### src/logic/temp_monitor_pkg.sv
// What this block does
// - Writing one to the start bit of the control register begins an acquisition; writing zero does nothing.
// - The start bit clears itself once the acquisition completes.
// - The done flag reads one when no conversion runs, zero while one runs, and one after reset.
// - The two-bit change threshold selects 2, 3, 4 or 5 degrees C for codes 00 to 11.
// - A change interrupt is raised when a reading other than the first after reset differs from the baseline by at least the threshold.
// - The cold limit in the upper nibble maps 0000 to -7 C up to 8 C; an interrupt fires at or below it.
// - The hot limit in the lower nibble maps 0000 to 42 C up to 57 C; an interrupt fires at or above it.
package temp_monitor_pkg;
	// ----------------------------------------
	// Register map
	// ----------------------------------------
	localparam logic [7:0] ADDR_ACQ_CTRL = 8'h0D;
	localparam logic [7:0] ADDR_LIMITS = 8'h0E;
	localparam logic [7:0] RST_ACQ_CTRL = 8'h20;
	localparam logic [7:0] RST_LIMITS = 8'h78;
	// Writable bits of the control register (done flag is read only)
	localparam logic [7:0] ACQ_CTRL_WMASK = 8'hDF;
	localparam int START_BIT = 7;
	localparam int DONE_BIT = 5;
	// ----------------------------------------
	// Temperature encodings, signed degrees C
	// ----------------------------------------
	localparam int TEMP_W = 8;
	localparam logic signed [7:0] DELTA_BASE = 8'sh02;
	localparam logic signed [7:0] COLD_BASE = -8'sh07;
	localparam logic signed [7:0] HOT_BASE = 8'sh2A;

	typedef struct packed {
		logic [7:0] addr;
		logic [7:0] wdata;
		logic wr;
		logic rd;
	} reg_req_t;

	typedef struct packed {
		logic cold;
		logic hot;
		logic change;
	} temp_irq_t;
endpackage

### src/logic/temp_compare.sv
`timescale 1ns/100ps
module temp_compare
	import temp_monitor_pkg::*;
(
	// Reading and references
	input wire logic signed [TEMP_W-1:0] reading_i,
	input wire logic signed [TEMP_W-1:0] baseline_i,
	input wire logic [7:0] limits_i,
	input wire logic [1:0] delta_code_i,
	// Limit hits
	output temp_irq_t hit_o
);
	logic signed [TEMP_W:0] diff;
	logic [TEMP_W:0] mag;
	logic signed [TEMP_W-1:0] cold_deg;
	logic signed [TEMP_W-1:0] hot_deg;
	logic [TEMP_W:0] delta_deg;

	always_comb begin
		diff = TEMP_W'(0) + ((TEMP_W+1)'(reading_i) - (TEMP_W+1)'(baseline_i));
		mag = diff[TEMP_W] ? (TEMP_W+1)'(-diff) : (TEMP_W+1)'(diff);
		delta_deg = (TEMP_W+1)'(DELTA_BASE) + (TEMP_W+1)'(delta_code_i);
		cold_deg = COLD_BASE + TEMP_W'(limits_i[7:4]);
		hot_deg = HOT_BASE + TEMP_W'(limits_i[3:0]);
		hit_o.change = mag >= delta_deg;
		hit_o.cold = reading_i <= cold_deg;
		hit_o.hot = reading_i >= hot_deg;
	end
endmodule // temp_compare

### src/logic/thermistor_temp_monitor.sv
`timescale 1ns/100ps
module thermistor_temp_monitor
	import temp_monitor_pkg::*;
(
	// Clock and reset
	input wire logic clk_i,
	input wire logic nrst_i,
	// Register port
	input wire reg_req_t req_i,
	output logic [7:0] rdata_o,
	// Converter handshake, same clock
	output logic conv_start_o,
	input wire logic conv_done_i,
	input wire logic signed [TEMP_W-1:0] conv_result_i,
	// Interrupt events, one cycle
	output temp_irq_t irq_o
);
	logic rst_meta;
	logic rst_sync_n;
	logic start_bit;
	logic done_bit;
	logic [7:0] ctrl_rw;
	logic [7:0] acq_ctrl;
	logic start_wr;
	logic acq_end;
	logic [7:0] limits;
	logic signed [TEMP_W-1:0] reading;
	logic signed [TEMP_W-1:0] baseline;
	logic have_reading;
	logic fresh;
	temp_irq_t hit;

	typedef enum logic [1:0] {
		ST_IDLE = 2'b01,
		ST_CONV = 2'b10
	} acq_state_t;
	acq_state_t state;

	// ----------------------------------------
	// Reset release
	// ----------------------------------------
	always_ff @(posedge clk_i or negedge nrst_i) begin
		if (!nrst_i) begin
			rst_meta <= 1'b0;
			rst_sync_n <= 1'b0;
		end else begin
			rst_meta <= 1'b1;
			rst_sync_n <= rst_meta;
		end
	end

	// ----------------------------------------
	// Acquisition sequencing
	// ----------------------------------------
	// Register write to one address this cycle
	function automatic logic write_hit(input reg_req_t r,
		input logic [7:0] a);
		return r.wr && r.addr == a;
	endfunction

	// Value a read of one address returns; unmapped reads give zero
	function automatic logic [7:0] read_mux(input logic [7:0] a,
		input logic [7:0] ctrl, input logic [7:0] lim);
		case (a)
			ADDR_ACQ_CTRL: return ctrl;
			ADDR_LIMITS: return lim;
			default: return '0;
		endcase
	endfunction

	assign start_wr = write_hit(req_i, ADDR_ACQ_CTRL)
		&& req_i.wdata[START_BIT];
	assign acq_end = state == ST_CONV && conv_done_i;

	always_ff @(posedge clk_i or negedge rst_sync_n) begin
		if (!rst_sync_n) begin
			state <= ST_IDLE;
			conv_start_o <= 1'b0;
		end else begin
			conv_start_o <= 1'b0;
			case (state)
				ST_IDLE: begin
					if (start_wr) begin
						state <= ST_CONV;
						conv_start_o <= 1'b1;
					end
				end
				ST_CONV: begin
					if (conv_done_i)
						state <= ST_IDLE;
				end
				default: state <= ST_IDLE;
			endcase
		end
	end

	// ----------------------------------------
	// Control register fields
	// ----------------------------------------
	// Plain read/write bits; start and done live in their own flops
	always_ff @(posedge clk_i or negedge rst_sync_n) begin
		if (!rst_sync_n) begin
			ctrl_rw <= RST_ACQ_CTRL & ACQ_CTRL_WMASK;
		end else if (write_hit(req_i, ADDR_ACQ_CTRL)) begin
			ctrl_rw <= req_i.wdata & ACQ_CTRL_WMASK;
		end
	end

	// Zero in the start bit never cancels a running acquisition
	always_ff @(posedge clk_i or negedge rst_sync_n) begin
		if (!rst_sync_n) begin
			start_bit <= RST_ACQ_CTRL[START_BIT];
		end else if (acq_end) begin
			start_bit <= 1'b0;
		end else if (start_wr) begin
			start_bit <= 1'b1;
		end
	end

	// Done drops when a start is taken and returns with the result
	always_ff @(posedge clk_i or negedge rst_sync_n) begin
		if (!rst_sync_n) begin
			done_bit <= RST_ACQ_CTRL[DONE_BIT];
		end else if (acq_end) begin
			done_bit <= 1'b1;
		end else if (state == ST_IDLE && start_wr) begin
			done_bit <= 1'b0;
		end
	end

	always_comb begin
		acq_ctrl = ctrl_rw;
		acq_ctrl[START_BIT] = start_bit;
		acq_ctrl[DONE_BIT] = done_bit;
	end

	// ----------------------------------------
	// Limits register and read port
	// ----------------------------------------
	always_ff @(posedge clk_i or negedge rst_sync_n) begin
		if (!rst_sync_n) begin
			limits <= RST_LIMITS;
		end else if (write_hit(req_i, ADDR_LIMITS)) begin
			limits <= req_i.wdata;
		end
	end

	// Read data holds between reads
	always_ff @(posedge clk_i or negedge rst_sync_n) begin
		if (!rst_sync_n) begin
			rdata_o <= '0;
		end else if (req_i.rd) begin
			rdata_o <= read_mux(req_i.addr, acq_ctrl, limits);
		end
	end

	// ----------------------------------------
	// Reading, baseline and limit checks
	// ----------------------------------------
	always_ff @(posedge clk_i or negedge rst_sync_n) begin
		if (!rst_sync_n) begin
			fresh <= 1'b0;
		end else begin
			fresh <= acq_end;
		end
	end

	// Reading is kept for the compare until the next result
	always_ff @(posedge clk_i or negedge rst_sync_n) begin
		if (!rst_sync_n) begin
			reading <= '0;
		end else if (acq_end) begin
			reading <= conv_result_i;
		end
	end

	temp_compare u_compare (
		.reading_i(reading),
		.baseline_i(baseline),
		.limits_i(limits),
		.delta_code_i(acq_ctrl[1:0]),
		.hit_o(hit)
	);

	// ----------------------------------------
	// Baseline tracking
	// ----------------------------------------
	// First reading only sets the baseline, so no spurious change event
	always_ff @(posedge clk_i or negedge rst_sync_n) begin
		if (!rst_sync_n) begin
			have_reading <= 1'b0;
		end else if (fresh) begin
			have_reading <= 1'b1;
		end
	end

	// Reload after a change event, so drift is measured in steps
	always_ff @(posedge clk_i or negedge rst_sync_n) begin
		if (!rst_sync_n) begin
			baseline <= '0;
		end else if (fresh && (!have_reading || hit.change)) begin
			baseline <= reading;
		end
	end

	// ----------------------------------------
	// Interrupt events, one cycle each
	// ----------------------------------------
	always_ff @(posedge clk_i or negedge rst_sync_n) begin
		if (!rst_sync_n) begin
			irq_o <= '0;
		end else if (fresh) begin
			irq_o.cold <= hit.cold;
			irq_o.hot <= hit.hot;
			irq_o.change <= have_reading && hit.change;
		end else begin
			irq_o <= '0;
		end
	end
endmodule // thermistor_temp_monitor

### config.mk
export PLATFORM = sky130hd
export DESIGN_NAME = thermistor_temp_monitor
export DESIGN_NICKNAME = d
export VERILOG_FILES = /design/src/logic/temp_monitor_pkg.sv /design/src/logic/temp_compare.sv /design/src/logic/thermistor_temp_monitor.sv
export SDC_FILE = /design/constraint.sdc
export NUM_CORES = 1
export LEC_CHECK = 0
export BUFFER_PORTS_ARGS = -buffer_cell sky130_fd_sc_hd__buf_2
export CORE_MARGIN = 8
export CORE_UTILIZATION = 42
export DETAILED_ROUTE_END_ITERATION = 8
export GPL_TIMING_DRIVEN = 0
export PLACE_DENSITY_LB_ADDON = 0.25
export SLEW_MARGIN = 30
export SYNTH_ARGS = -nofsm -noshare
export SYNTH_HDL_FRONTEND = slang
export SYNTH_SLANG_ARGS = --single-unit
### constraint.sdc
create_clock -name clk_i -period 2.6 [get_ports clk_i]
set_clock_uncertainty 0.15 [all_clocks]
set_input_delay 0.78 -clock clk_i [delete_from_list [all_inputs] [get_ports clk_i]]
set_output_delay 0.78 -clock clk_i [all_outputs]
set_load 0.05 [all_outputs]
======== Yosys cells after proc, flatten, opt, wreduce, memory -nomap -nowiden ========
Index checks and enable logic that the tools add are counted.
word-level totals
  bits in registers ....................... 50
  word-level logic and storage cells ...... 54
cells by class
  add/sub/neg operators ................... 5
  magnitude comparators ................... 3
  equality and inequality tests ........... 6
  muxes and demuxes ....................... 12
  reduce and logical (&&, ||, !) cells .... 12
operator list
  cell                   number
  $eq A8 B4 Y1 const B   2
  $pmux W8 S2            1
  $ge A9 B9 Y1           1
  $mux W9                1
  $neg A9 Y9             1
  $sub A8 B8 Y9          1
  $ge A8 B8 Y1           1
  $le A8 B6 Y1           1
  $add A6 B4 Y7 const A  1
  $logic_and A1 B1 Y1    7
  $add A4 B5 Y6 const A  1
  $mux W1                6
  $mux W2                2
  $ne A2 B2 Y1 const B   2
  $pmux W2 S2            1
  $reduce_bool A2 Y1     2
  $add A2 B2 Y3 const A  1
  $mux W3                1
  $eq A2 B1 Y1 const B   1
  $eq A2 B2 Y1 const B   1
  $reduce_and A2 Y1      1
  $logic_not A1 Y1       1
  $logic_or A1 B1 Y1     1

======== Logic depth before layout (Yosys ltp) ========
  depth after elaboration ................. 6
  depth in mapped cells ................... 13

======== Hierarchy ========
A second synthesis with hierarchy kept.
unflattened totals
  cell total of the unflattened synthesis .. 286
  area total of the unflattened synthesis .. 3045.4 µm²
modules (own cells, without submodules)
  module                   times used  cells an instance  area an instance (µm²)
  thermistor_temp_monitor  1           155                1968.1
  temp_compare             1           131                1077.3

======== Worst setup path before layout ========
Ideal clock, no wire load.
  path kind ............................... reg-to-reg
  from .................................... register reading[0]
  to ...................................... register baseline[0]
  library setup time ...................... 0.125 ns
  arrival ................................. 3.085 ns
  path slack .............................. -0.760 ns
  cell stages (with the launch flop) ...... 14
  path buffers ............................ 0
  period minus slack after synthesis ...... 3.360 ns
  cell sequence ........................... dfrtp_1 -> inv_1 -> ha_1 -> fa_1 -> nand2b_1 -> a211oi_1 -> o21a_2 -> nor2_1 -> a21oi_1 -> ha_1 -> a21o_1 -> a221oi_2 -> a41oi_4 -> mux2_2
between the ends
  cells in the longest elaborated chain, start to end .. 6
RTL lines
  what                    RTL line                        text
  from (decl)             thermistor_temp_monitor.sv:27   logic signed [TEMP_W-1:0] reading;
  from (signal assigned)  thermistor_temp_monitor.sv:173  reading <= conv_result_i;
  $sub A8 B8 Y9           temp_compare.sv:20              diff = TEMP_W'(0) + ((TEMP_W+1)'(reading_i) - (TEMP_W+1)'(baseline_i));
  $neg A9 Y9              temp_compare.sv:21              mag = diff[TEMP_W] ? (TEMP_W+1)'(-diff) : (TEMP_W+1)'(diff);
  $mux W9                 temp_compare.sv:21
  $ge A9 B9 Y1            temp_compare.sv:25              hit_o.change = mag >= delta_deg;
  $logic_or A1 B1 Y1      thermistor_temp_monitor.sv:201  end else if (fresh && (!have_reading || hit.change)) begin
  $logic_and A1 B1 Y1     thermistor_temp_monitor.sv:201
  to (signal assigned)    thermistor_temp_monitor.sv:202  baseline <= reading;
  to (decl)               thermistor_temp_monitor.sv:28   logic signed [TEMP_W-1:0] baseline;
Parallel ways exist; a longest one is shown, timed or not.
A chain may end at the register's enable or synchronous reset.

======== Worst setup path in the final report ========
  from .................................... register baseline[0]
  to ...................................... register baseline[2]
between the ends
  cells in the longest elaborated chain, start to end .. 6
RTL lines
  what                     RTL line
  $sub A8 B8 Y9 (*)        temp_compare.sv:20
  $neg A9 Y9               temp_compare.sv:21
  $mux W9 (*)              temp_compare.sv:21
  $ge A9 B9 Y1 (*)         temp_compare.sv:25
  $logic_or A1 B1 Y1 (*)   thermistor_temp_monitor.sv:201
  $logic_and A1 B1 Y1 (*)  thermistor_temp_monitor.sv:201
Every way passes the cells marked *; elsewhere a longest branch is shown, timed or not.

==> impl_summary.log <==
[metrics] DRC violations left: 0
[metrics] Achievable Freq: 302.5 MHz
[metrics] share of power burned in the clock network: 25.5%
[metrics] number of antenna diodes: 0
[metrics] Synth Area in XOR/XNOR: 2.110%
[metrics] top post-synthesis cells by area: sky130_fd_sc_hd__dfrtp_1, sky130_fd_sc_hd__ha_1, sky130_fd_sc_hd__mux2_2
[metrics] most used flip-flop cell after synthesis: sky130_fd_sc_hd__dfrtp_1
[metrics] Worst-Skew Late Latency: 0.31 ns
[metrics] IO buf count: 39
[metrics] wire length reported by the detailed router: 6221 um
[metrics] number of design-rule violations left by the first detailed-router iteration: 62
[metrics] CTS Root Buffer Type: sky130_fd_sc_hd__clkbuf_8
[metrics] Critical Path Start Type: register
[metrics] number of flops mapped to enable cells by yosys: 0
[metrics] Core ar.: 0.006756 mm2
[metrics] Peak VDD IR: 281.3 uV
[metrics] number of buffers added by the clock tree synthesis step: 5
[metrics] unrepaired setup endpoints after global routing: yes
[metrics] overall via count from detail_route: 2215
[metrics] Pre-antenna DRT Iters: 4
[metrics] sequential fraction of design power: 45.7%
[metrics] fraction of the cycle the final worst path needs: 127.1%
[metrics] layout cells sized above 1: 30.95%
[metrics] total power density per cell area: 551.0 mW/mm2
[metrics] type of destination of the critical path: register
[metrics] maximum net fanout on the critical path: 8
[metrics] dominant combinational cell family by area after synthesis: compound AO/OA/AOI/OAI gates
[metrics] antenna violations before repair: 0
[metrics] failing checks: negative setup slack
[metrics] number of warnings printed during yosys synthesis: 0
[metrics] half-perimeter wire length of the detailed placement result: 4658 um
[metrics] minimum clock period after layout: 3.306 ns
[metrics] synth cell count leaders: sky130_fd_sc_hd__dfrtp_1, sky130_fd_sc_hd__nand2_1, sky130_fd_sc_hd__ha_1
[metrics] adder-cell share of the synthesized area: 12.32%
[metrics] maximum level of the CTS H-tree: 2
[metrics] number of hold-slack violations in the final timing report: 0
[metrics] standard-cell rows: 30
[metrics] post-CTS clock slew at the launch and capture registers of the worst setup and hold paths: 0.10 ns
[metrics] Worst EP required: 2.64 ns
[metrics] starting density of the core: 43.00%
[metrics] setup ws final: -0.7057 ns
[metrics] cell type with the highest aggregate area in the netlist: sky130_fd_sc_hd__dfrtp_1
[metrics] pin slew with the least headroom to its limit: 0.6215 ns
[metrics] Cells after Synth: 280
[metrics] GRT Residual Overflow: 0
[metrics] number of nets in the layout: 392
[metrics] die area: 0.009835 mm2
[metrics] per-instance average area after synthesis: 10.38 um2
[metrics] vias in the first global route: 2217
[metrics] CTS tree: done
[metrics] maximum root-to-sink buffer count: 2
[metrics] sequential element share of the synthesized area: 43.32%
[metrics] syn nets: 337
[metrics] synth-to-layout area growth: 18.91%
[metrics] Fillers: 651
[metrics] # IOs: 41
[metrics] count leader, synth: sky130_fd_sc_hd__dfrtp_1
[metrics] data arrival time at the worst-slack endpoint: 3.35 ns
[metrics] total area of multi-input combinational cells: 0.001644 mm2
[metrics] clock net sink count: 50
[metrics] global-route wire length before repair: 10500 um
[metrics] post-synth cell types: 48
[metrics] Placer Congestion: 0.7480
[metrics] post-layout power: 1.903 mW
[metrics] Overall Global Routing Usage: 13.03%
[metrics] area taken by flip-flops and latches: 0.001262 mm2
[metrics] leakage component of the power: 1.715 nW
[metrics] Final Max Tran Viols: 0
[metrics] combinational power share: 28.8%
[metrics] synthesized-area fraction occupied by and/or/nand/nor cells: 13.39%
[metrics] result of the run: complete, but fails checks
[metrics] slew margin rel.: 58.57%
[metrics] fraction of the mapped netlist area in compound gates: 16.45%
[metrics] Die X: 99.17 um
[metrics] Setup violations, final: 9
[metrics] hold slack: 0.08883 ns
[metrics] switching share of power: 32.06%
[metrics] FF+latch count, synth: 50
[metrics] Avg Vias per Cell: 5.325
[metrics] maximum number of pins on one net before global-route repair: 49
[metrics] async set or reset register ratio after synthesis: 100.0%
[metrics] max capacitance violation total: 0
[metrics] design internal power: 1.293 mW
[metrics] post-synthesis cell area: 0.002905 mm2
[metrics] Worst Setup Path Type: reg2reg
[metrics] Net Sw Power: 0.6103 mW
[metrics] multiplexer share of the synthesized area: 9.173%
[metrics] worst min path class: in2async
[metrics] Chip Height: 99.17 um
[metrics] wire length per cell: 14.95 um
[metrics] number of nets with antenna violations after detailed routing: 0
[metrics] fraction of synthesized cell area taken by the top area cell type: 37.90%
-- final cells by class --
type,count,area share (%)
tap,80,2.898
clock buffer,7,2.499
buffer,4,0.4346
multi-input combinational,206,47.59
timing repair buffer,48,7.606
inverter,20,2.173
clock inverter,1,0.2535
sequential,50,36.54
-- per-stage QoR --
step	utilization [%]	area [um2]	setup WS, ns	setup TNS (ns)	cells
floorplan	-	2940	-0.5955	-4.637	280
global placement	47.89	3236	-0.9396	-13.65	399
detailed placement	48.02	3244	-0.9508	-10.24	399
CTS	50.80	3432	-0.7759	-6.314	416
global route	51.13	3455	-0.8196	-6.735	416
finish	51.13	3455	-0.7057	-5.696	416
-- registers in the layout, summed over array words and instances, names as in the netlist, 2 cells and up --
name / cells
ctrl_rw: 6
irq_o: 3
rdata_o: 8
limits: 8
baseline: 8
state: 2
reading: 8
-- worst max-delay path, stage by stage (launching register included) --
cell,delay [ns]
sky130_fd_sc_hd__dfrtp_1,0.42
sky130_fd_sc_hd__ha_4,0.17
sky130_fd_sc_hd__fa_2,0.33
sky130_fd_sc_hd__nand2b_4,0.16
sky130_fd_sc_hd__a211oi_4,0.22
sky130_fd_sc_hd__o21a_2,0.22
sky130_fd_sc_hd__nor2_2,0.05
sky130_fd_sc_hd__a21oi_2,0.10
sky130_fd_sc_hd__ha_1,0.23
sky130_fd_sc_hd__a21o_1,0.19
sky130_fd_sc_hd__a221oi_4,0.33
sky130_fd_sc_hd__a41oi_4,0.26
sky130_fd_sc_hd__mux2_4,0.36
-- cell usage in the layout (no fill, tap or decap), types with 2 or more instances in the layout --
| cell type | synthesis | layout |
|---|---|---|
| sky130_fd_sc_hd__a21o_1 | 8 | 8 |
| sky130_fd_sc_hd__a21oi_1 | 19 | 18 |
| sky130_fd_sc_hd__a22oi_1 | 9 | 9 |
| sky130_fd_sc_hd__a31oi_1 | 2 | 2 |
| sky130_fd_sc_hd__and3_1 | 2 | 2 |
| sky130_fd_sc_hd__buf_2 | 0 | 39 |
| sky130_fd_sc_hd__buf_4 | 0 | 9 |
| sky130_fd_sc_hd__clkbuf_1 | 3 | 4 |
| sky130_fd_sc_hd__clkbuf_8 | 0 | 6 |
| sky130_fd_sc_hd__dfrtp_1 | 44 | 43 |
| sky130_fd_sc_hd__dfstp_2 | 6 | 6 |
| sky130_fd_sc_hd__ha_1 | 27 | 26 |
| sky130_fd_sc_hd__inv_1 | 20 | 19 |
| sky130_fd_sc_hd__mux2_2 | 21 | 19 |
| sky130_fd_sc_hd__mux2_4 | 0 | 2 |
| sky130_fd_sc_hd__mux2i_1 | 3 | 3 |
| sky130_fd_sc_hd__nand2_1 | 30 | 30 |
| sky130_fd_sc_hd__nand2b_1 | 7 | 6 |
| sky130_fd_sc_hd__nand3_1 | 3 | 3 |
| sky130_fd_sc_hd__nand4_1 | 2 | 2 |
| sky130_fd_sc_hd__nor2_1 | 21 | 20 |
| sky130_fd_sc_hd__nor3_1 | 2 | 2 |
| sky130_fd_sc_hd__nor3b_4 | 0 | 2 |
| sky130_fd_sc_hd__o211ai_1 | 3 | 3 |
| sky130_fd_sc_hd__o21a_1 | 3 | 3 |
| sky130_fd_sc_hd__o21ai_0 | 8 | 6 |
| sky130_fd_sc_hd__or2_2 | 3 | 3 |
| sky130_fd_sc_hd__or3_1 | 2 | 2 |
| sky130_fd_sc_hd__xnor2_1 | 4 | 4 |
| sky130_fd_sc_hd__xor2_1 | 3 | 3 |
-- what timing repair did --
item                                    CTS  global route
setup buffers                             9             0
gates resized for setup                   4             7
endpoints found under the hold margin     0             0
pin swaps                                 5             4
endpoints found under the setup margin   10            21
hold buffers                              0             0
-- path summary, 6_finish.rpt --
kind | start | endpoint | slack [ns] | depth (start not counted)
setup / recovery | baseline[0] | baseline[2] | -0.71 | 12
hold / removal | nrst_i | rst_sync_n | 0.09 | 1
setup reg to reg | baseline[0] | baseline[2] | -0.71 | 12
hold reg to reg | rst_sync_n | reading[3] | 0.20 | 0
max in group asynchronous | rst_sync_n | limits[7] | 1.68 | 0
min in group clk_i | rst_meta | rst_sync_n | 0.22 | 0
-- per-layer routing --
metal	up-vias	global-route usage (%)	wire length [um]	part of all wire (%)
li1	1110	-	-	-
met1	1077	16.36	2828	45
met2	22	21.78	3074	49
met3	6	2.793	244	3.9
met4	0	4.191	74	1.2
met5	-	0	0	0
-- power by group through the flow --
stage / sequential, mW / combinational (mW) / clock [mW]
after floorplan: 0.902 / 0.352 / 0
after global placement: 0.886 / 0.471 / 0
after detailed placement: 0.889 / 0.480 / 0
after CTS: 0.871 / 0.539 / 0.499
after global routing: 0.878 / 0.601 / 0.527
final: 0.869 / 0.548 / 0.486
-- logic make-up after synthesis --
family | after synthesis
flops | 50
xor+xnor | 7
simple gates | 80
mux | 24
buf+inv | 24
other cells | 1
compound gates | 66
fa+ha+maj | 28
Note: power is estimated with default switching activity, not from simulation.
